==> src/rtl/lbc_defines.svh <==
// constants for the loopback two activation control block
`ifndef LBC_DEFINES_SVH
`define LBC_DEFINES_SVH
`define LBC_ADDR_CTRL        8'h00
`define LBC_ADDR_STATUS      8'h04
`define LBC_ADDR_NT_STATE    8'h08
`define LBC_ADDR_LT_STATE    8'h0C
`define LBC_ADDR_BUDGET      8'h10
`define LBC_ADDR_NT_EVENT    8'h14
`define LBC_ADDR_LT_EVENT    8'h18
`define LBC_CTRL_RESET       32'h0000_0000
`define LBC_CTRL_REGEN_BIT   0
`define LBC_CTRL_COLD_BIT    1
`define LBC_CTRL_CMD_OK_BIT  2
`define LBC_EV_LB2           0
`define LBC_EV_TE_INFO3      1
`define LBC_EV_TE_LOSS       2
`define LBC_EV_DEA0          3
`define LBC_EV_ACT1          4
`define LBC_EV_LINE_LOSS     5
`define LBC_EV_RTN           6
`define LBC_EV_FRAME_SYNC    0
`define LBC_EV_LB_REQ        1
`define LBC_EV_DEACT_REQ     2
`define LBC_EV_SUPERFRAME    3
`define LBC_EV_LT_ACT1       4
`define LBC_EV_RELEASE       5
`define LBC_DEACT_MIN_SF     3
`define LBC_CLK_HZ           25000000
`define LBC_WARM_MS          300
`define LBC_WARM_REG_MS      600
`define LBC_COLD_S           15
`define LBC_COLD_NT_S        5
`define LBC_COLD_LT_S        10
`define LBC_WARM_SPLIT_MS    150
`define LBC_MS_CYC           (`LBC_CLK_HZ / 1000)
`endif

==> src/rtl/lbc_pkg.sv <==
// types for the loopback two activation control block
package lbc_pkg;
  typedef enum logic [2:0] {
    LBC_NT_IDLE, LBC_NT_SYNCED, LBC_NT_TE_ACTIVE, LBC_NT_TRANSPARENT,
    LBC_NT_LOOP_SYNCED, LBC_NT_LOOP_TE_ACTIVE, LBC_NT_LOOP_TRANSPARENT,
    LBC_NT_DEACT_PENDING
  } lbc_nt_state_t;
  typedef enum logic [2:0] {
    LBC_LT_DEACTIVATED, LBC_LT_ACTIVATING, LBC_LT_SYNCED, LBC_LT_TRANSPARENT,
    LBC_LT_LOOP_TRANSPARENT, LBC_LT_DEACT_PENDING
  } lbc_lt_state_t;
  typedef struct packed {
    logic       lt_silence;
    logic       deact_indication;
    logic       activation_bit;
    logic       deactivation_bit;
    logic       eoc_loopback_cmd;
    logic       eoc_allowed;
    logic       zero_data;
  } lbc_lt_out_t;
  typedef struct packed {
    logic       send_info2;
    logic       send_info4;
    logic       te_block;
    logic       substitute_data;
    logic       activation_bit;
  } lbc_nt_out_t;
endpackage : lbc_pkg
==> src/rtl/lbc_budget_timer.sv <==
// start-up time budget counter with expiry flag
`timescale 1ns/100ps
module lbc_budget_timer #(
  parameter int unsigned CW = 32
) (
  input  wire logic          aclk,
  input  wire logic          aresetn,
  input  wire logic          run,
  input  wire logic [CW-1:0] limit,
  output logic      [CW-1:0] count_q,
  output logic               expired_q
);
  always_ff @(posedge aclk) begin
    if (!aresetn || !run) begin
      count_q <= '0;
    end else if (count_q != limit) begin
      count_q <= count_q + 1'b1;
    end
  end

  always_ff @(posedge aclk) begin
    if (!aresetn || !run) begin
      expired_q <= 1'b0;
    end else begin
      expired_q <= (count_q == limit);
    end
  end
endmodule : lbc_budget_timer

==> src/rtl/lbc_loopback_ctrl.sv <==
// loopback two activation control for both line ends
`timescale 1ns/100ps
`include "lbc_defines.svh"
// Notes on behaviour
// - nt loopback command in synced, te active or transparent goes loop synced
// - entering loop synced from te active or transparent resends info 2
// - all three loop states block terminal info from the nt receiver
// - in loop te active and loop transparent, substitute own info data
// - terminal signal loss in loop active states returns to loop synced
// - lt sends all-zero channel data until transparent
// - loop transparent: both transparent, line data also in info 4
// - lt sends no eoc request before frame sync event
// - loopback request starts activation; loopback command sent at lt synced
// - nt already transparent performs loopback on command
// - loopback release moves lt from loop transparent to synced
// - deact request: pending, deactivation bit 0, three superframes, silence
// - nt synced receiving deactivation bit 0 goes deact pending
// - lt in deact pending never answers activation bit 1
// - nt deactivates on line signal loss
// - lt transparent answers activation 1; nt then goes transparent
// - warm start 300 or 600 ms, cold start 15 s
// - cold start split five seconds nt, ten seconds lt
// - warm start split 150 ms nt, 150 ms lt, or 450 ms lt with the regenerator bit set
module lbc_loopback_ctrl
  import lbc_pkg::*;
#(
  parameter int unsigned WARM_SPLIT_CYC = `LBC_WARM_SPLIT_MS * `LBC_MS_CYC,
  parameter int unsigned COLD_NT_CYC    = `LBC_COLD_NT_S * 1000 * `LBC_MS_CYC,
  parameter int unsigned COLD_LT_CYC    = `LBC_COLD_LT_S * 1000 * `LBC_MS_CYC
) (
  input  wire logic        aclk,
  input  wire logic        aresetn,
  input  wire logic [7:0]  s_axi_awaddr,
  input  wire logic        s_axi_awvalid,
  output logic             s_axi_awready,
  input  wire logic [31:0] s_axi_wdata,
  input  wire logic [3:0]  s_axi_wstrb,
  input  wire logic        s_axi_wvalid,
  output logic             s_axi_wready,
  output logic [1:0]       s_axi_bresp,
  output logic             s_axi_bvalid,
  input  wire logic        s_axi_bready,
  input  wire logic [7:0]  s_axi_araddr,
  input  wire logic        s_axi_arvalid,
  output logic             s_axi_arready,
  output logic [31:0]      s_axi_rdata,
  output logic [1:0]       s_axi_rresp,
  output logic             s_axi_rvalid,
  input  wire logic        s_axi_rready,
  output lbc_nt_out_t      nt_out_q,
  output lbc_lt_out_t      lt_out_q,
  output logic             nt_budget_expired,
  output logic             lt_budget_expired
);
  // bus write channel
  logic [7:0]  aw_addr_q;
  logic        aw_have_q;
  logic [31:0] w_data_q;
  logic [3:0]  w_strb_q;
  logic        w_have_q;
  logic        wr_fire;
  logic [31:0] ctrl_q;
  logic [6:0]  nt_ev_pulse;
  logic [5:0]  lt_ev_pulse;
  logic [7:0]  ar_addr_q;

  assign s_axi_awready = !aw_have_q && !s_axi_bvalid;
  assign s_axi_wready  = !w_have_q && !s_axi_bvalid;
  assign wr_fire       = aw_have_q && w_have_q && !s_axi_bvalid;
  assign s_axi_bresp   = 2'h0;
  assign s_axi_rresp   = 2'h0;

  function automatic logic [31:0] merge(input logic [31:0] old,
                                        input logic [31:0] nw,
                                        input logic [3:0]  st);
    logic [31:0] r;
    r = old;
    for (int i = 0; i < 4; i++) begin
      if (st[i]) r[8*i +: 8] = nw[8*i +: 8];
    end
    return r;
  endfunction : merge

  always_ff @(posedge aclk) begin
    if (!aresetn) begin
      aw_have_q <= 1'b0;
      aw_addr_q <= 8'h00;
    end else if (s_axi_awvalid && s_axi_awready) begin
      aw_have_q <= 1'b1;
      aw_addr_q <= s_axi_awaddr;
    end else if (wr_fire) begin
      aw_have_q <= 1'b0;
    end
  end

  always_ff @(posedge aclk) begin
    if (!aresetn) begin
      w_have_q <= 1'b0;
      w_data_q <= 32'h0000_0000;
      w_strb_q <= 4'h0;
    end else if (s_axi_wvalid && s_axi_wready) begin
      w_have_q <= 1'b1;
      w_data_q <= s_axi_wdata;
      w_strb_q <= s_axi_wstrb;
    end else if (wr_fire) begin
      w_have_q <= 1'b0;
    end
  end

  always_ff @(posedge aclk) begin
    if (!aresetn) begin
      s_axi_bvalid <= 1'b0;
    end else if (wr_fire) begin
      s_axi_bvalid <= 1'b1;
    end else if (s_axi_bready) begin
      s_axi_bvalid <= 1'b0;
    end
  end

  // control register and event strobe registers
  always_ff @(posedge aclk) begin
    if (!aresetn) begin
      ctrl_q <= `LBC_CTRL_RESET;
    end else if (wr_fire && aw_addr_q[7:2] == `LBC_ADDR_CTRL >> 2) begin
      ctrl_q <= merge(ctrl_q, w_data_q, w_strb_q);
    end
  end

  always_ff @(posedge aclk) begin
    if (!aresetn) begin
      nt_ev_pulse <= '0;
      lt_ev_pulse <= '0;
    end else begin
      nt_ev_pulse <= '0;
      lt_ev_pulse <= '0;
      if (wr_fire && w_strb_q[0]) begin
        if (aw_addr_q[7:2] == `LBC_ADDR_NT_EVENT >> 2) begin
          nt_ev_pulse <= w_data_q[6:0];
        end
        if (aw_addr_q[7:2] == `LBC_ADDR_LT_EVENT >> 2) begin
          lt_ev_pulse <= w_data_q[5:0];
        end
      end
    end
  end

  // line termination state machine
  lbc_lt_state_t lt_state_q;
  logic [1:0]    sf_cnt_q;
  logic          lb_pending_q;
  logic          frame_sync_q;
  logic          lt_act1;

  // activation answer held off while a loopback command is unconfirmed
  assign lt_act1 = lt_ev_pulse[`LBC_EV_LT_ACT1] && ctrl_q[`LBC_CTRL_CMD_OK_BIT]
                   && !lb_pending_q;

  always_ff @(posedge aclk) begin
    if (!aresetn) begin
      frame_sync_q <= 1'b0;
    end else if (lt_state_q == LBC_LT_DEACTIVATED) begin
      frame_sync_q <= 1'b0;
    end else if (lt_ev_pulse[`LBC_EV_FRAME_SYNC]) begin
      frame_sync_q <= 1'b1;
    end
  end

  always_ff @(posedge aclk) begin
    if (!aresetn) begin
      lt_state_q   <= LBC_LT_DEACTIVATED;
      lb_pending_q <= 1'b0;
    end else begin
      if (lt_ev_pulse[`LBC_EV_DEACT_REQ] &&
          lt_state_q != LBC_LT_DEACTIVATED) begin
        lt_state_q <= LBC_LT_DEACT_PENDING;
      end else begin
        unique case (lt_state_q)
          LBC_LT_DEACTIVATED: begin
            if (lt_ev_pulse[`LBC_EV_LB_REQ]) begin
              lt_state_q   <= LBC_LT_ACTIVATING;
              lb_pending_q <= 1'b1;
            end
          end
          LBC_LT_ACTIVATING: begin
            if (lt_ev_pulse[`LBC_EV_FRAME_SYNC]) begin
              lt_state_q <= LBC_LT_SYNCED;
            end
          end
          LBC_LT_SYNCED: begin
            if (lb_pending_q && ctrl_q[`LBC_CTRL_CMD_OK_BIT]) begin
              lt_state_q   <= LBC_LT_LOOP_TRANSPARENT;
              lb_pending_q <= 1'b0;
            end else if (lt_ev_pulse[`LBC_EV_LB_REQ]) begin
              lb_pending_q <= 1'b1;
            end else if (!lb_pending_q && lt_ev_pulse[`LBC_EV_LT_ACT1]) begin
              lt_state_q <= LBC_LT_TRANSPARENT;
            end
          end
          LBC_LT_TRANSPARENT: begin
            if (lt_ev_pulse[`LBC_EV_LB_REQ]) begin
              lt_state_q   <= LBC_LT_SYNCED;
              lb_pending_q <= 1'b1;
            end
          end
          LBC_LT_LOOP_TRANSPARENT: begin
            if (lt_ev_pulse[`LBC_EV_RELEASE]) begin
              lt_state_q <= LBC_LT_SYNCED;
            end
          end
          LBC_LT_DEACT_PENDING: begin
            lb_pending_q <= 1'b0;
            if (sf_cnt_q == 2'(`LBC_DEACT_MIN_SF)) begin
              lt_state_q <= LBC_LT_DEACTIVATED;
            end
          end
          default: lt_state_q <= LBC_LT_DEACTIVATED;
        endcase
      end
    end
  end

  // superframes sent with deactivation bit 0, cleared on entry
  always_ff @(posedge aclk) begin
    if (!aresetn || lt_state_q != LBC_LT_DEACT_PENDING) begin
      sf_cnt_q <= 2'h0;
    end else if (lt_ev_pulse[`LBC_EV_SUPERFRAME] &&
                 sf_cnt_q != 2'(`LBC_DEACT_MIN_SF)) begin
      sf_cnt_q <= sf_cnt_q + 2'h1;
    end
  end

  always_ff @(posedge aclk) begin
    if (!aresetn) begin
      lt_out_q <= '{lt_silence: 1'b1, deactivation_bit: 1'b1,
                    zero_data: 1'b1, default: 1'b0};
    end else begin
      lt_out_q.lt_silence       <= (lt_state_q == LBC_LT_DEACTIVATED);
      lt_out_q.deactivation_bit <= (lt_state_q != LBC_LT_DEACT_PENDING);
      lt_out_q.deact_indication <= (lt_state_q == LBC_LT_DEACT_PENDING) &&
                                   (sf_cnt_q == 2'(`LBC_DEACT_MIN_SF));
      lt_out_q.zero_data        <= (lt_state_q != LBC_LT_TRANSPARENT) &&
                                   (lt_state_q != LBC_LT_LOOP_TRANSPARENT);
      lt_out_q.eoc_allowed      <= frame_sync_q;
      lt_out_q.eoc_loopback_cmd <= frame_sync_q && lb_pending_q &&
                                   (lt_state_q == LBC_LT_SYNCED);
      if (lt_state_q == LBC_LT_DEACT_PENDING) begin
        lt_out_q.activation_bit <= 1'b0;
      end else if (lt_state_q == LBC_LT_TRANSPARENT ||
                   lt_state_q == LBC_LT_LOOP_TRANSPARENT) begin
        lt_out_q.activation_bit <= 1'b1;
      end else if (lt_state_q == LBC_LT_SYNCED && lt_act1) begin
        lt_out_q.activation_bit <= 1'b1;
      end else begin
        lt_out_q.activation_bit <= 1'b0;
      end
    end
  end

  // network termination state machine
  lbc_nt_state_t nt_state_q;
  lbc_nt_state_t nt_resume_q;

  always_ff @(posedge aclk) begin
    if (!aresetn) begin
      nt_state_q  <= LBC_NT_IDLE;
      nt_resume_q <= LBC_NT_SYNCED;
    end else if (nt_ev_pulse[`LBC_EV_LINE_LOSS]) begin
      nt_state_q <= LBC_NT_IDLE;
    end else begin
      unique case (nt_state_q)
        LBC_NT_IDLE: begin
          if (nt_ev_pulse[`LBC_EV_DEA0] == 1'b0 &&
              lt_out_q.lt_silence == 1'b0) begin
            nt_state_q <= LBC_NT_SYNCED;
          end
        end
        LBC_NT_SYNCED, LBC_NT_TE_ACTIVE, LBC_NT_TRANSPARENT: begin
          if (nt_ev_pulse[`LBC_EV_LB2]) begin
            nt_state_q <= LBC_NT_LOOP_SYNCED;
          end else if (nt_ev_pulse[`LBC_EV_DEA0] ||
                       !lt_out_q.deactivation_bit) begin
            nt_resume_q <= nt_state_q;
            nt_state_q  <= LBC_NT_DEACT_PENDING;
          end else if (nt_state_q == LBC_NT_SYNCED &&
                       nt_ev_pulse[`LBC_EV_TE_INFO3]) begin
            nt_state_q <= LBC_NT_TE_ACTIVE;
          end else if (nt_state_q == LBC_NT_TE_ACTIVE &&
                       (nt_ev_pulse[`LBC_EV_ACT1] ||
                        lt_out_q.activation_bit)) begin
            nt_state_q <= LBC_NT_TRANSPARENT;
          end
        end
        LBC_NT_LOOP_SYNCED: begin
          if (nt_ev_pulse[`LBC_EV_RTN]) begin
            nt_state_q <= LBC_NT_SYNCED;
          end else if (nt_ev_pulse[`LBC_EV_TE_INFO3]) begin
            nt_state_q <= LBC_NT_LOOP_TE_ACTIVE;
          end
        end
        LBC_NT_LOOP_TE_ACTIVE, LBC_NT_LOOP_TRANSPARENT: begin
          if (nt_ev_pulse[`LBC_EV_TE_LOSS]) begin
            nt_state_q <= LBC_NT_LOOP_SYNCED;
          end else if (nt_ev_pulse[`LBC_EV_RTN]) begin
            nt_state_q <= LBC_NT_SYNCED;
          end else if (nt_state_q == LBC_NT_LOOP_TE_ACTIVE &&
                       (nt_ev_pulse[`LBC_EV_ACT1] ||
                        lt_out_q.activation_bit)) begin
            nt_state_q <= LBC_NT_LOOP_TRANSPARENT;
          end
        end
        LBC_NT_DEACT_PENDING: begin
          if (!nt_ev_pulse[`LBC_EV_DEA0] && lt_out_q.deactivation_bit &&
              !lt_out_q.lt_silence) begin
            nt_state_q <= nt_resume_q;
          end
        end
      endcase
    end
  end

  function automatic logic nt_in_loop(input lbc_nt_state_t s);
    return s == LBC_NT_LOOP_SYNCED || s == LBC_NT_LOOP_TE_ACTIVE ||
           s == LBC_NT_LOOP_TRANSPARENT;
  endfunction : nt_in_loop

  always_ff @(posedge aclk) begin
    if (!aresetn) begin
      nt_out_q <= '0;
    end else begin
      nt_out_q.te_block        <= nt_in_loop(nt_state_q);
      nt_out_q.send_info2      <= nt_state_q == LBC_NT_SYNCED ||
                                  nt_state_q == LBC_NT_LOOP_SYNCED;
      nt_out_q.send_info4      <= nt_state_q == LBC_NT_TRANSPARENT ||
                                  nt_state_q == LBC_NT_LOOP_TRANSPARENT;
      nt_out_q.substitute_data <= nt_state_q == LBC_NT_LOOP_TE_ACTIVE ||
                                  nt_state_q == LBC_NT_LOOP_TRANSPARENT;
      nt_out_q.activation_bit  <= nt_state_q == LBC_NT_TE_ACTIVE ||
                                  nt_state_q == LBC_NT_TRANSPARENT ||
                                  nt_state_q == LBC_NT_LOOP_TE_ACTIVE ||
                                  nt_state_q == LBC_NT_LOOP_TRANSPARENT;
    end
  end

  // start-up budgets: warm split equally unless the regen bit triples lt, cold split five and ten seconds
  logic [31:0] nt_limit;
  logic [31:0] lt_limit;
  logic [31:0] nt_cnt;
  logic [31:0] lt_cnt;
  assign nt_limit = ctrl_q[`LBC_CTRL_COLD_BIT] ? COLD_NT_CYC :
                    WARM_SPLIT_CYC;
  assign lt_limit = ctrl_q[`LBC_CTRL_COLD_BIT] ? COLD_LT_CYC :
                    ctrl_q[`LBC_CTRL_REGEN_BIT] ? 32'(WARM_SPLIT_CYC * 3) :
                    WARM_SPLIT_CYC;

  lbc_budget_timer #(.CW(32)) u_nt_budget (
    .aclk      (aclk),
    .aresetn   (aresetn),
    .run       (nt_state_q == LBC_NT_IDLE && !lt_out_q.lt_silence),
    .limit     (nt_limit),
    .count_q   (nt_cnt),
    .expired_q (nt_budget_expired)
  );

  lbc_budget_timer #(.CW(32)) u_lt_budget (
    .aclk      (aclk),
    .aresetn   (aresetn),
    .run       (lt_state_q == LBC_LT_ACTIVATING),
    .limit     (lt_limit),
    .count_q   (lt_cnt),
    .expired_q (lt_budget_expired)
  );

  // read channel
  always_ff @(posedge aclk) begin
    if (!aresetn) begin
      s_axi_rvalid <= 1'b0;
      ar_addr_q    <= 8'h00;
    end else if (s_axi_arvalid && s_axi_arready) begin
      s_axi_rvalid <= 1'b1;
      ar_addr_q    <= s_axi_araddr;
    end else if (s_axi_rready) begin
      s_axi_rvalid <= 1'b0;
    end
  end
  assign s_axi_arready = !s_axi_rvalid;

  always_comb begin
    unique case (ar_addr_q[7:2])
      6'(`LBC_ADDR_CTRL >> 2):     s_axi_rdata = ctrl_q;
      6'(`LBC_ADDR_STATUS >> 2):   s_axi_rdata = {18'h0, nt_budget_expired,
                                     lt_budget_expired, 5'h0, nt_out_q,
                                     2'h0};
      6'(`LBC_ADDR_NT_STATE >> 2): s_axi_rdata = {29'h0, nt_state_q};
      6'(`LBC_ADDR_LT_STATE >> 2): s_axi_rdata = {29'h0, lt_state_q};
      6'(`LBC_ADDR_BUDGET >> 2):   s_axi_rdata = nt_cnt | lt_cnt;
      default:                     s_axi_rdata = 32'h0000_0000;
    endcase
  end
endmodule : lbc_loopback_ctrl

==> config.mk <==
export PLATFORM = sky130hd
export DESIGN_NAME = lbc_loopback_ctrl
export DESIGN_NICKNAME = d
export VERILOG_FILES = /design/src/rtl/lbc_pkg.sv /design/src/rtl/lbc_budget_timer.sv /design/src/rtl/lbc_loopback_ctrl.sv
export VERILOG_INCLUDE_DIRS = /design/src /design/src/rtl
export SDC_FILE = /design/constraint.sdc
export NUM_CORES = 1
export LEC_CHECK = 0
export ABC_AREA = 1
export BUFFER_PORTS_ARGS = -buffer_cell sky130_fd_sc_hd__buf_2
export CELL_PAD_IN_SITES_DETAIL_PLACEMENT = 2
export CELL_PAD_IN_SITES_GLOBAL_PLACEMENT = 2
export CORE_MARGIN = 4
export CORE_UTILIZATION = 32
export DETAILED_ROUTE_END_ITERATION = 8
export HOLD_SLACK_MARGIN = 0.1
export PLACE_DENSITY = 0.91
export SYNTH_ARGS = -nofsm -noshare
export SYNTH_HDL_FRONTEND = slang
export SYNTH_SLANG_ARGS = --single-unit
==> constraint.sdc <==
create_clock -name aclk -period 2 [get_ports aclk]
set_input_delay 0.1 -clock aclk [delete_from_list [all_inputs] [get_ports aclk]]
set_output_delay 0.1 -clock aclk [all_outputs]
set_load 0.03 [all_outputs]
# [Word-level counts from Yosys, hierarchy flattened]
# Index checks and enable logic that the tools add are counted.
# Widths: inputs -> output; s select.
[totals] regBits=192 input_bits=59 out_inout_bits=55 elab_cells=211
[op_classes] add_sub_neg=3 eq_ne=46 n_mux=38 n_bitwise=7 n_reduce_logical=80
[ops] operator="$pmux 32 s5" count=1
[ops] operator="$add 32x1->32 const B" count=2
[ops] operator="$mux 3" count=20
[ops] operator="$eq 32x27->1" count=1
[ops] operator="$eq 32x28->1" count=1
[ops] operator="$ne 32x27->1" count=1
[ops] operator="$ne 32x28->1" count=1
[ops] operator="$or 32x32->32" count=1
[ops] operator="$mux 28" count=1
[ops] operator="$logic_and 1x1->1" count=27
[ops] operator="$mux 27" count=1
[ops] operator="$mux 24" count=1
[ops] operator="$ne 3x3->1 const B" count=8
[ops] operator="$eq 3x3->1 const B" count=6
[ops] operator="$eq 6x3->1 const B" count=3
[ops] operator="$pmux 3 s6" count=1
[ops] operator="$pmux 3 s5" count=1
[ops] operator="$logic_or 1x1->1" count=14
[ops] operator="$ne 2x2->1 const B" count=7
[ops] operator="$reduce_and 7->1" count=2
[ops] operator="$eq 3x2->1 const B" count=4
[ops] operator="$eq 6x2->1 const B" count=2
[ops] operator="$logic_not 6->1" count=2
[ops] operator="$ne 4x4->1 const B" count=3
[ops] operator="20 further kinds" count=63

# [Depth between registers and ports, before layout]
[depth] ltp_word=7 mapped_depth=12 ltp_nobuf=11

# [Cells and area by module]
# A second synthesis with hierarchy kept.
[unflattened] hier_cells=1920 hier_area_um2=11602.4
[by_module_without_submodules] module="lbc_budget_timer" instances=2 cells_each=599 area_per_inst_um2=3241.9 seq_area_each_um2=660.6
[by_module_without_submodules] module="lbc_loopback_ctrl" instances=1 cells_each=722 area_per_inst_um2=5118.7 seq_area_each_um2=2442.3

# [Least setup slack after synthesis]
# OpenSTA, ideal clock, no wires.
[synth_timing] kind="flip-flop to flip-flop" start="register s_axi_bvalid" end="register w_strb_q[1]" setup_ps=65 arrival_time_ps=1777 required_ps=1935 setup_slack_ps=158 path_stages_with_launch=8 path_buffers=2 period_less_slack_ps=1842 path_cell_list="dfxtp_1 > nor2_1 > nand2_1 > inv_1 > buf_2 > buf_2 > nor2_1 > nor2_1"
[synth_between] elab_chain_len=3
[synth_lines] item="start, declared" line_no="lbc_loopback_ctrl.sv:41" source="output logic s_axi_bvalid,"
[synth_lines] item="start signal, assigned" line_no="lbc_loopback_ctrl.sv:112" source="s_axi_bvalid <= 1'b0;"
[synth_lines] item="start signal, assigned" line_no="lbc_loopback_ctrl.sv:114" source="s_axi_bvalid <= 1'b1;"
[synth_lines] item="start signal, assigned" line_no="lbc_loopback_ctrl.sv:116" source="s_axi_bvalid <= 1'b0;"
[synth_lines] item="$logic_not 1->1" line_no="lbc_loopback_ctrl.sv:68" source="assign s_axi_wready = !w_have_q && !s_axi_bvalid;"
[synth_lines] item="$logic_and 1x1->1" line_no="lbc_loopback_ctrl.sv:68"
[synth_lines] item="via s_axi_wready" line_no="lbc_loopback_ctrl.sv:39" source="output logic s_axi_wready,"
[synth_lines] item="$logic_and 1x1->1" line_no="lbc_loopback_ctrl.sv:101" source="end else if (s_axi_wvalid && s_axi_wready) begin"
[synth_lines] item="end signal, assigned" line_no="lbc_loopback_ctrl.sv:104" source="w_strb_q <= s_axi_wstrb;"
[synth_lines] item="end, declared" line_no="lbc_loopback_ctrl.sv:59" source="logic [3:0] w_strb_q;"
# The timed path passes the listed nets, and every way through them passes these cells.
# A chain may end at the register's enable or synchronous reset.

# [Worst setup path in the final report]
[layout_timing] start="register u_lt_budget.count_q[19]" end="register u_lt_budget.count_q[25]"
[layout_between] elab_chain_len=1 elab_cells_between_ends=2 classes_between="add/sub (1); eq/ne (1)"
[layout_lines] item="start, declared" line_no="lbc_budget_timer.sv:10" source="output logic [CW-1:0] count_q,"
[layout_lines] item="start signal, assigned" line_no="lbc_budget_timer.sv:17" source="count_q <= count_q + 1'b1;"
[layout_lines] item="$add 32x1->32 / $ne 32x28->1 (equally long branches)" line_no="lbc_budget_timer.sv:17, lbc_budget_timer.sv:16"
# Several ways; a longest one is shown, not always the timed one.

==> flow_summary.yaml <==
critical_path:
  cp.arrival_ps: 2670
  slowest_stage: "dfxtp_1"
  rrSetupSlack_ps: -280
  crit_start: "u_lt_budget.count_q[19]"
  critical_path_depth: 6
  cp_max_fo: 5
  critPathRequiredTime_ps: 2390
  crit_chain: "nand2_1 -> nor3_2 -> nand2_1 -> nor2_1 -> nand3_1 -> a21oi_1"
  end_kind: "flop"
  r2r-end: "u_lt_budget.count_q[25]"
  reg2reg_depth: 6
  startpoint_type: "flop"
  path_buf_inv: 0
  crit_family: "simple AND/OR/NAND/NOR gates"
  critPathKind: "flop to flop"
  crit_path_end: "u_lt_budget.count_q[25]"
  path_common_cell: "nand2_1"
  cpPeakStageDelay_ps: 550
  worstReg2RegStart: "u_lt_budget.count_q[19]"
clocking:
  clock_latency_ps: 480
  cts_buffers: 17
  cts_tree: "done"
  htreeDepth: 4
  path_clk_slew_ps: 100
  cts_num_sinks: 188
  clockRootBuffer: "clkbuf_16"
  clockBufferDepth: 2
sta:
  maxSlewHeadroom_pct: 58.00
  period_share_pct: 113.8
  setup_ws_ps: -275.7
  setup_viol_count_final: 59
  finalClockSkew_ps: 25.90
  setup_tns_ps: -7613
  fmax_ghz: 0.4394
  finalCriticalPeriod_ps: 2276
  finalMaxSlewViolations: 0
  rsz0062_at_grt: "true"
  hold_viol: 0
  worst_pin_slew_ps: 630.0
power_and_ir_drop:
  p_sw_share_pct: 38.04
  clockPowerShare_pct: 39.0
  p_leak_uw: 0.004983
  p_comb_share_pct: 20.5
  power_switching_uw: 3903
  p_per_area_mw_per_mm2: 835.7
  vdd_drop_max_mv: 0.5489
  pwr-share-seq_pct: 40.5
  intPower_uw: 6358
drt:
  vias: 12070
  first_pass_iters: 6
  via_per_inst: 6.216
  drc_errors: 0
  drt_wl_total_mm: 66.23
  ant_nets: 0
  first_iter_violations: 1433
  wire_per_inst_um: 34.12
floorplanning:
  design.die.area_mm2: 0.03063
  die_height_um: 175.0
  row_count: 60
  start_util_pct: 32.85
  core_mm2: 0.02718
  io_pins: 114
  die_w_um: 175.0
grt:
  grt_max_degree: 93
  gr-total-overflow: 0
  antenna_found_initial: 5
  grt_pass1_wl_mm: 86.62
  grt_usage_pct: 37.51
  grt_pass1_vias: 12750
synth:
  ys_ff_latch: 188
  synth.largest_area_cell: "dfxtp_1"
  synth_edf_count: 0
  synthFlopType: "dfxtp_1"
  yosys_warnings: 0
  synth.distinct_cells: 41
  synth_common_cells: "307 x nand2_1, 260 x nor2_1, 188 x dfxtp_1"
  synthesis.area_mm2: 0.008926
  syn_inst: 1358
  synth_area_per_cell_um2: 6.573
  ys_top_cells_by_area: "dfxtp_1 42%, nand2_1 13%, nor2_1 11%"
  async_flop_share_pct: 0
  synth_top_cell_area_share_pct: 42.16
  synth.most_common_cell: "nand2_1"
  yosysSeqAreaShare_pct: 42.16
job:
  cap_violations: 0
place:
  place_inst: 1831
  place.gp.congestion: 0.9200
  numPortBuffers: 105
  place_hpwl_mm: 28.67
  dpl_worst_slack_ps: 117.9
outcome:
  status: "finished, violations left"
  violations: "negative setup slack"
finish:
  area_growth_pct: 37.55
  n_antenna_cell: 0
  final_layout_size_suffix_gt1_share_pct: 21.54
  finalNonFillerCells: 1941
  layout.nets: 1620
min_path:
  hold_class: "input port to flop"
  holdPathStages: 3
## flip-flops by register name, summed over array words and instances, names as in the netlist, 4 cells and up
| signal | count |
|---|---|
| ar_addr_q | 6 |
| aw_addr_q | 6 |
| ctrl_q | 32 |
| lt_ev_pulse | 6 |
| lt_out_q | 7 |
| nt_ev_pulse | 7 |
| nt_out_q | 5 |
| u_lt_budget.count_q | 32 |
| u_nt_budget.count_q | 32 |
| w_data_q | 32 |
| w_strb_q | 4 |
## cell usage in the layout, fill, tap and decap left out, types with 4 or more instances in the layout
| master | instances |
|---|---|
| clkbuf_16 | 17 |
| a21oi_2 | 5 |
| dfxtp_1 | 166 |
| buf_4 | 59 |
| dfxtp_2 | 19 |
| nor3_2 | 12 |
| o21ai_2 | 26 |
| inv_1 | 157 |
| nor2_4 | 9 |
| o21a_1 | 4 |
| nand3_1 | 61 |
| dlygate4sd3_1 | 50 |
| nand2_2 | 5 |
| nor2_2 | 10 |
| ha_1 | 4 |
| nand4_1 | 19 |
| nor3_1 | 20 |
| o21ai_0 | 83 |
| o211ai_1 | 8 |
| nand3_2 | 4 |
| inv_2 | 4 |
| conb_1 | 4 |
| inv_8 | 5 |
| a21oi_1 | 81 |
| o21ai_4 | 25 |
| buf_6 | 29 |
| nor2_1 | 246 |
| nand2_1 | 305 |
| o21ai_1 | 10 |
| buf_2 | 73 |
## worst min-delay path by stage
stage	startpoint	endpoint	slack, ps
after CTS	s_axi_wdata[1]	w_data_q[1]	110
after floorplan	s_axi_bready	s_axi_bvalid	260
after detailed placement	s_axi_wdata[24]	w_data_q[24]	370
after global routing	aresetn	lt_out_q[0]	160
final	aresetn	lt_out_q[0]	120
after global placement	s_axi_wdata[14]	w_data_q[14]	350
## power by group through the flow
stage                     logic (µW)  clock network [µW]  registers, µW
after floorplan                  826                   0           4180
after global placement          1290                   0           4140
after detailed placement        1390                   0           4160
after CTS                       1740                3750           4100
after global routing            2160                4070           4150
final                           2100                4000           4160
## per-layer routing
metal / global-route usage [%] / vias to the layer above / share of wire [%]
li1: - / 4736 / -
met1: 43.73 / 5941 / 37
met2: 63.28 / 962 / 45
met3: 9.087 / 417 / 9.7
met4: 20.82 / 10 / 8.2
met5: 0 / - / 0.11
## area by class of cell
cell class              count  area, µm²
clock buffers              18      439.2
clock inverters            14      171.4
fillers                  3208      14900
inverters                 163      615.6
multi-input cells         968       4972
flip-flops and latches    188       3799
well taps                 372      465.4
repair buffers            218       1815
## worst min-delay path, delay by kind of cell
family	cells	cell delay, ps
buffers and inverters	2	330
and+or+nand+nor	1	130
## cell families after synthesis
kind of cell	after synthesis	synth area share, %
AND/OR/NAND/NOR	708	33.32
AO/OA/AOI/OAI	250	14.59
buffers and inverters	205	9.083
flip-flops	188	42.16
adder cells (fa/ha/maj)	5	0.7009
XOR/XNOR	1	0.09814
other	1	0.04201
## what timing repair did
item | 4_1_cts | 5_1_grt
setup endpoints to repair | 37 | 79
gates resized for setup | 177 | 111
endpoints found under the hold margin | 49 | 1
buffers inserted | 8 | 16
hold buffers | 49 | 1
pin swaps | 13 | 18
cloned | 5 | 0
## per-stage QoR
step,power [µW],utilization (%),hold WS (ps),instance area [µm²]
floorplan,5005,-,263.3,8937
detailed placement,5553,36.86,367.9,10020
global route,10380,45.18,155.1,12280
global placement,5429,36.86,350.2,10020
CTS,9589,43.13,108.3,11720
finish,10260,45.18,121.8,12280
(Power assumes the default switching activity.)
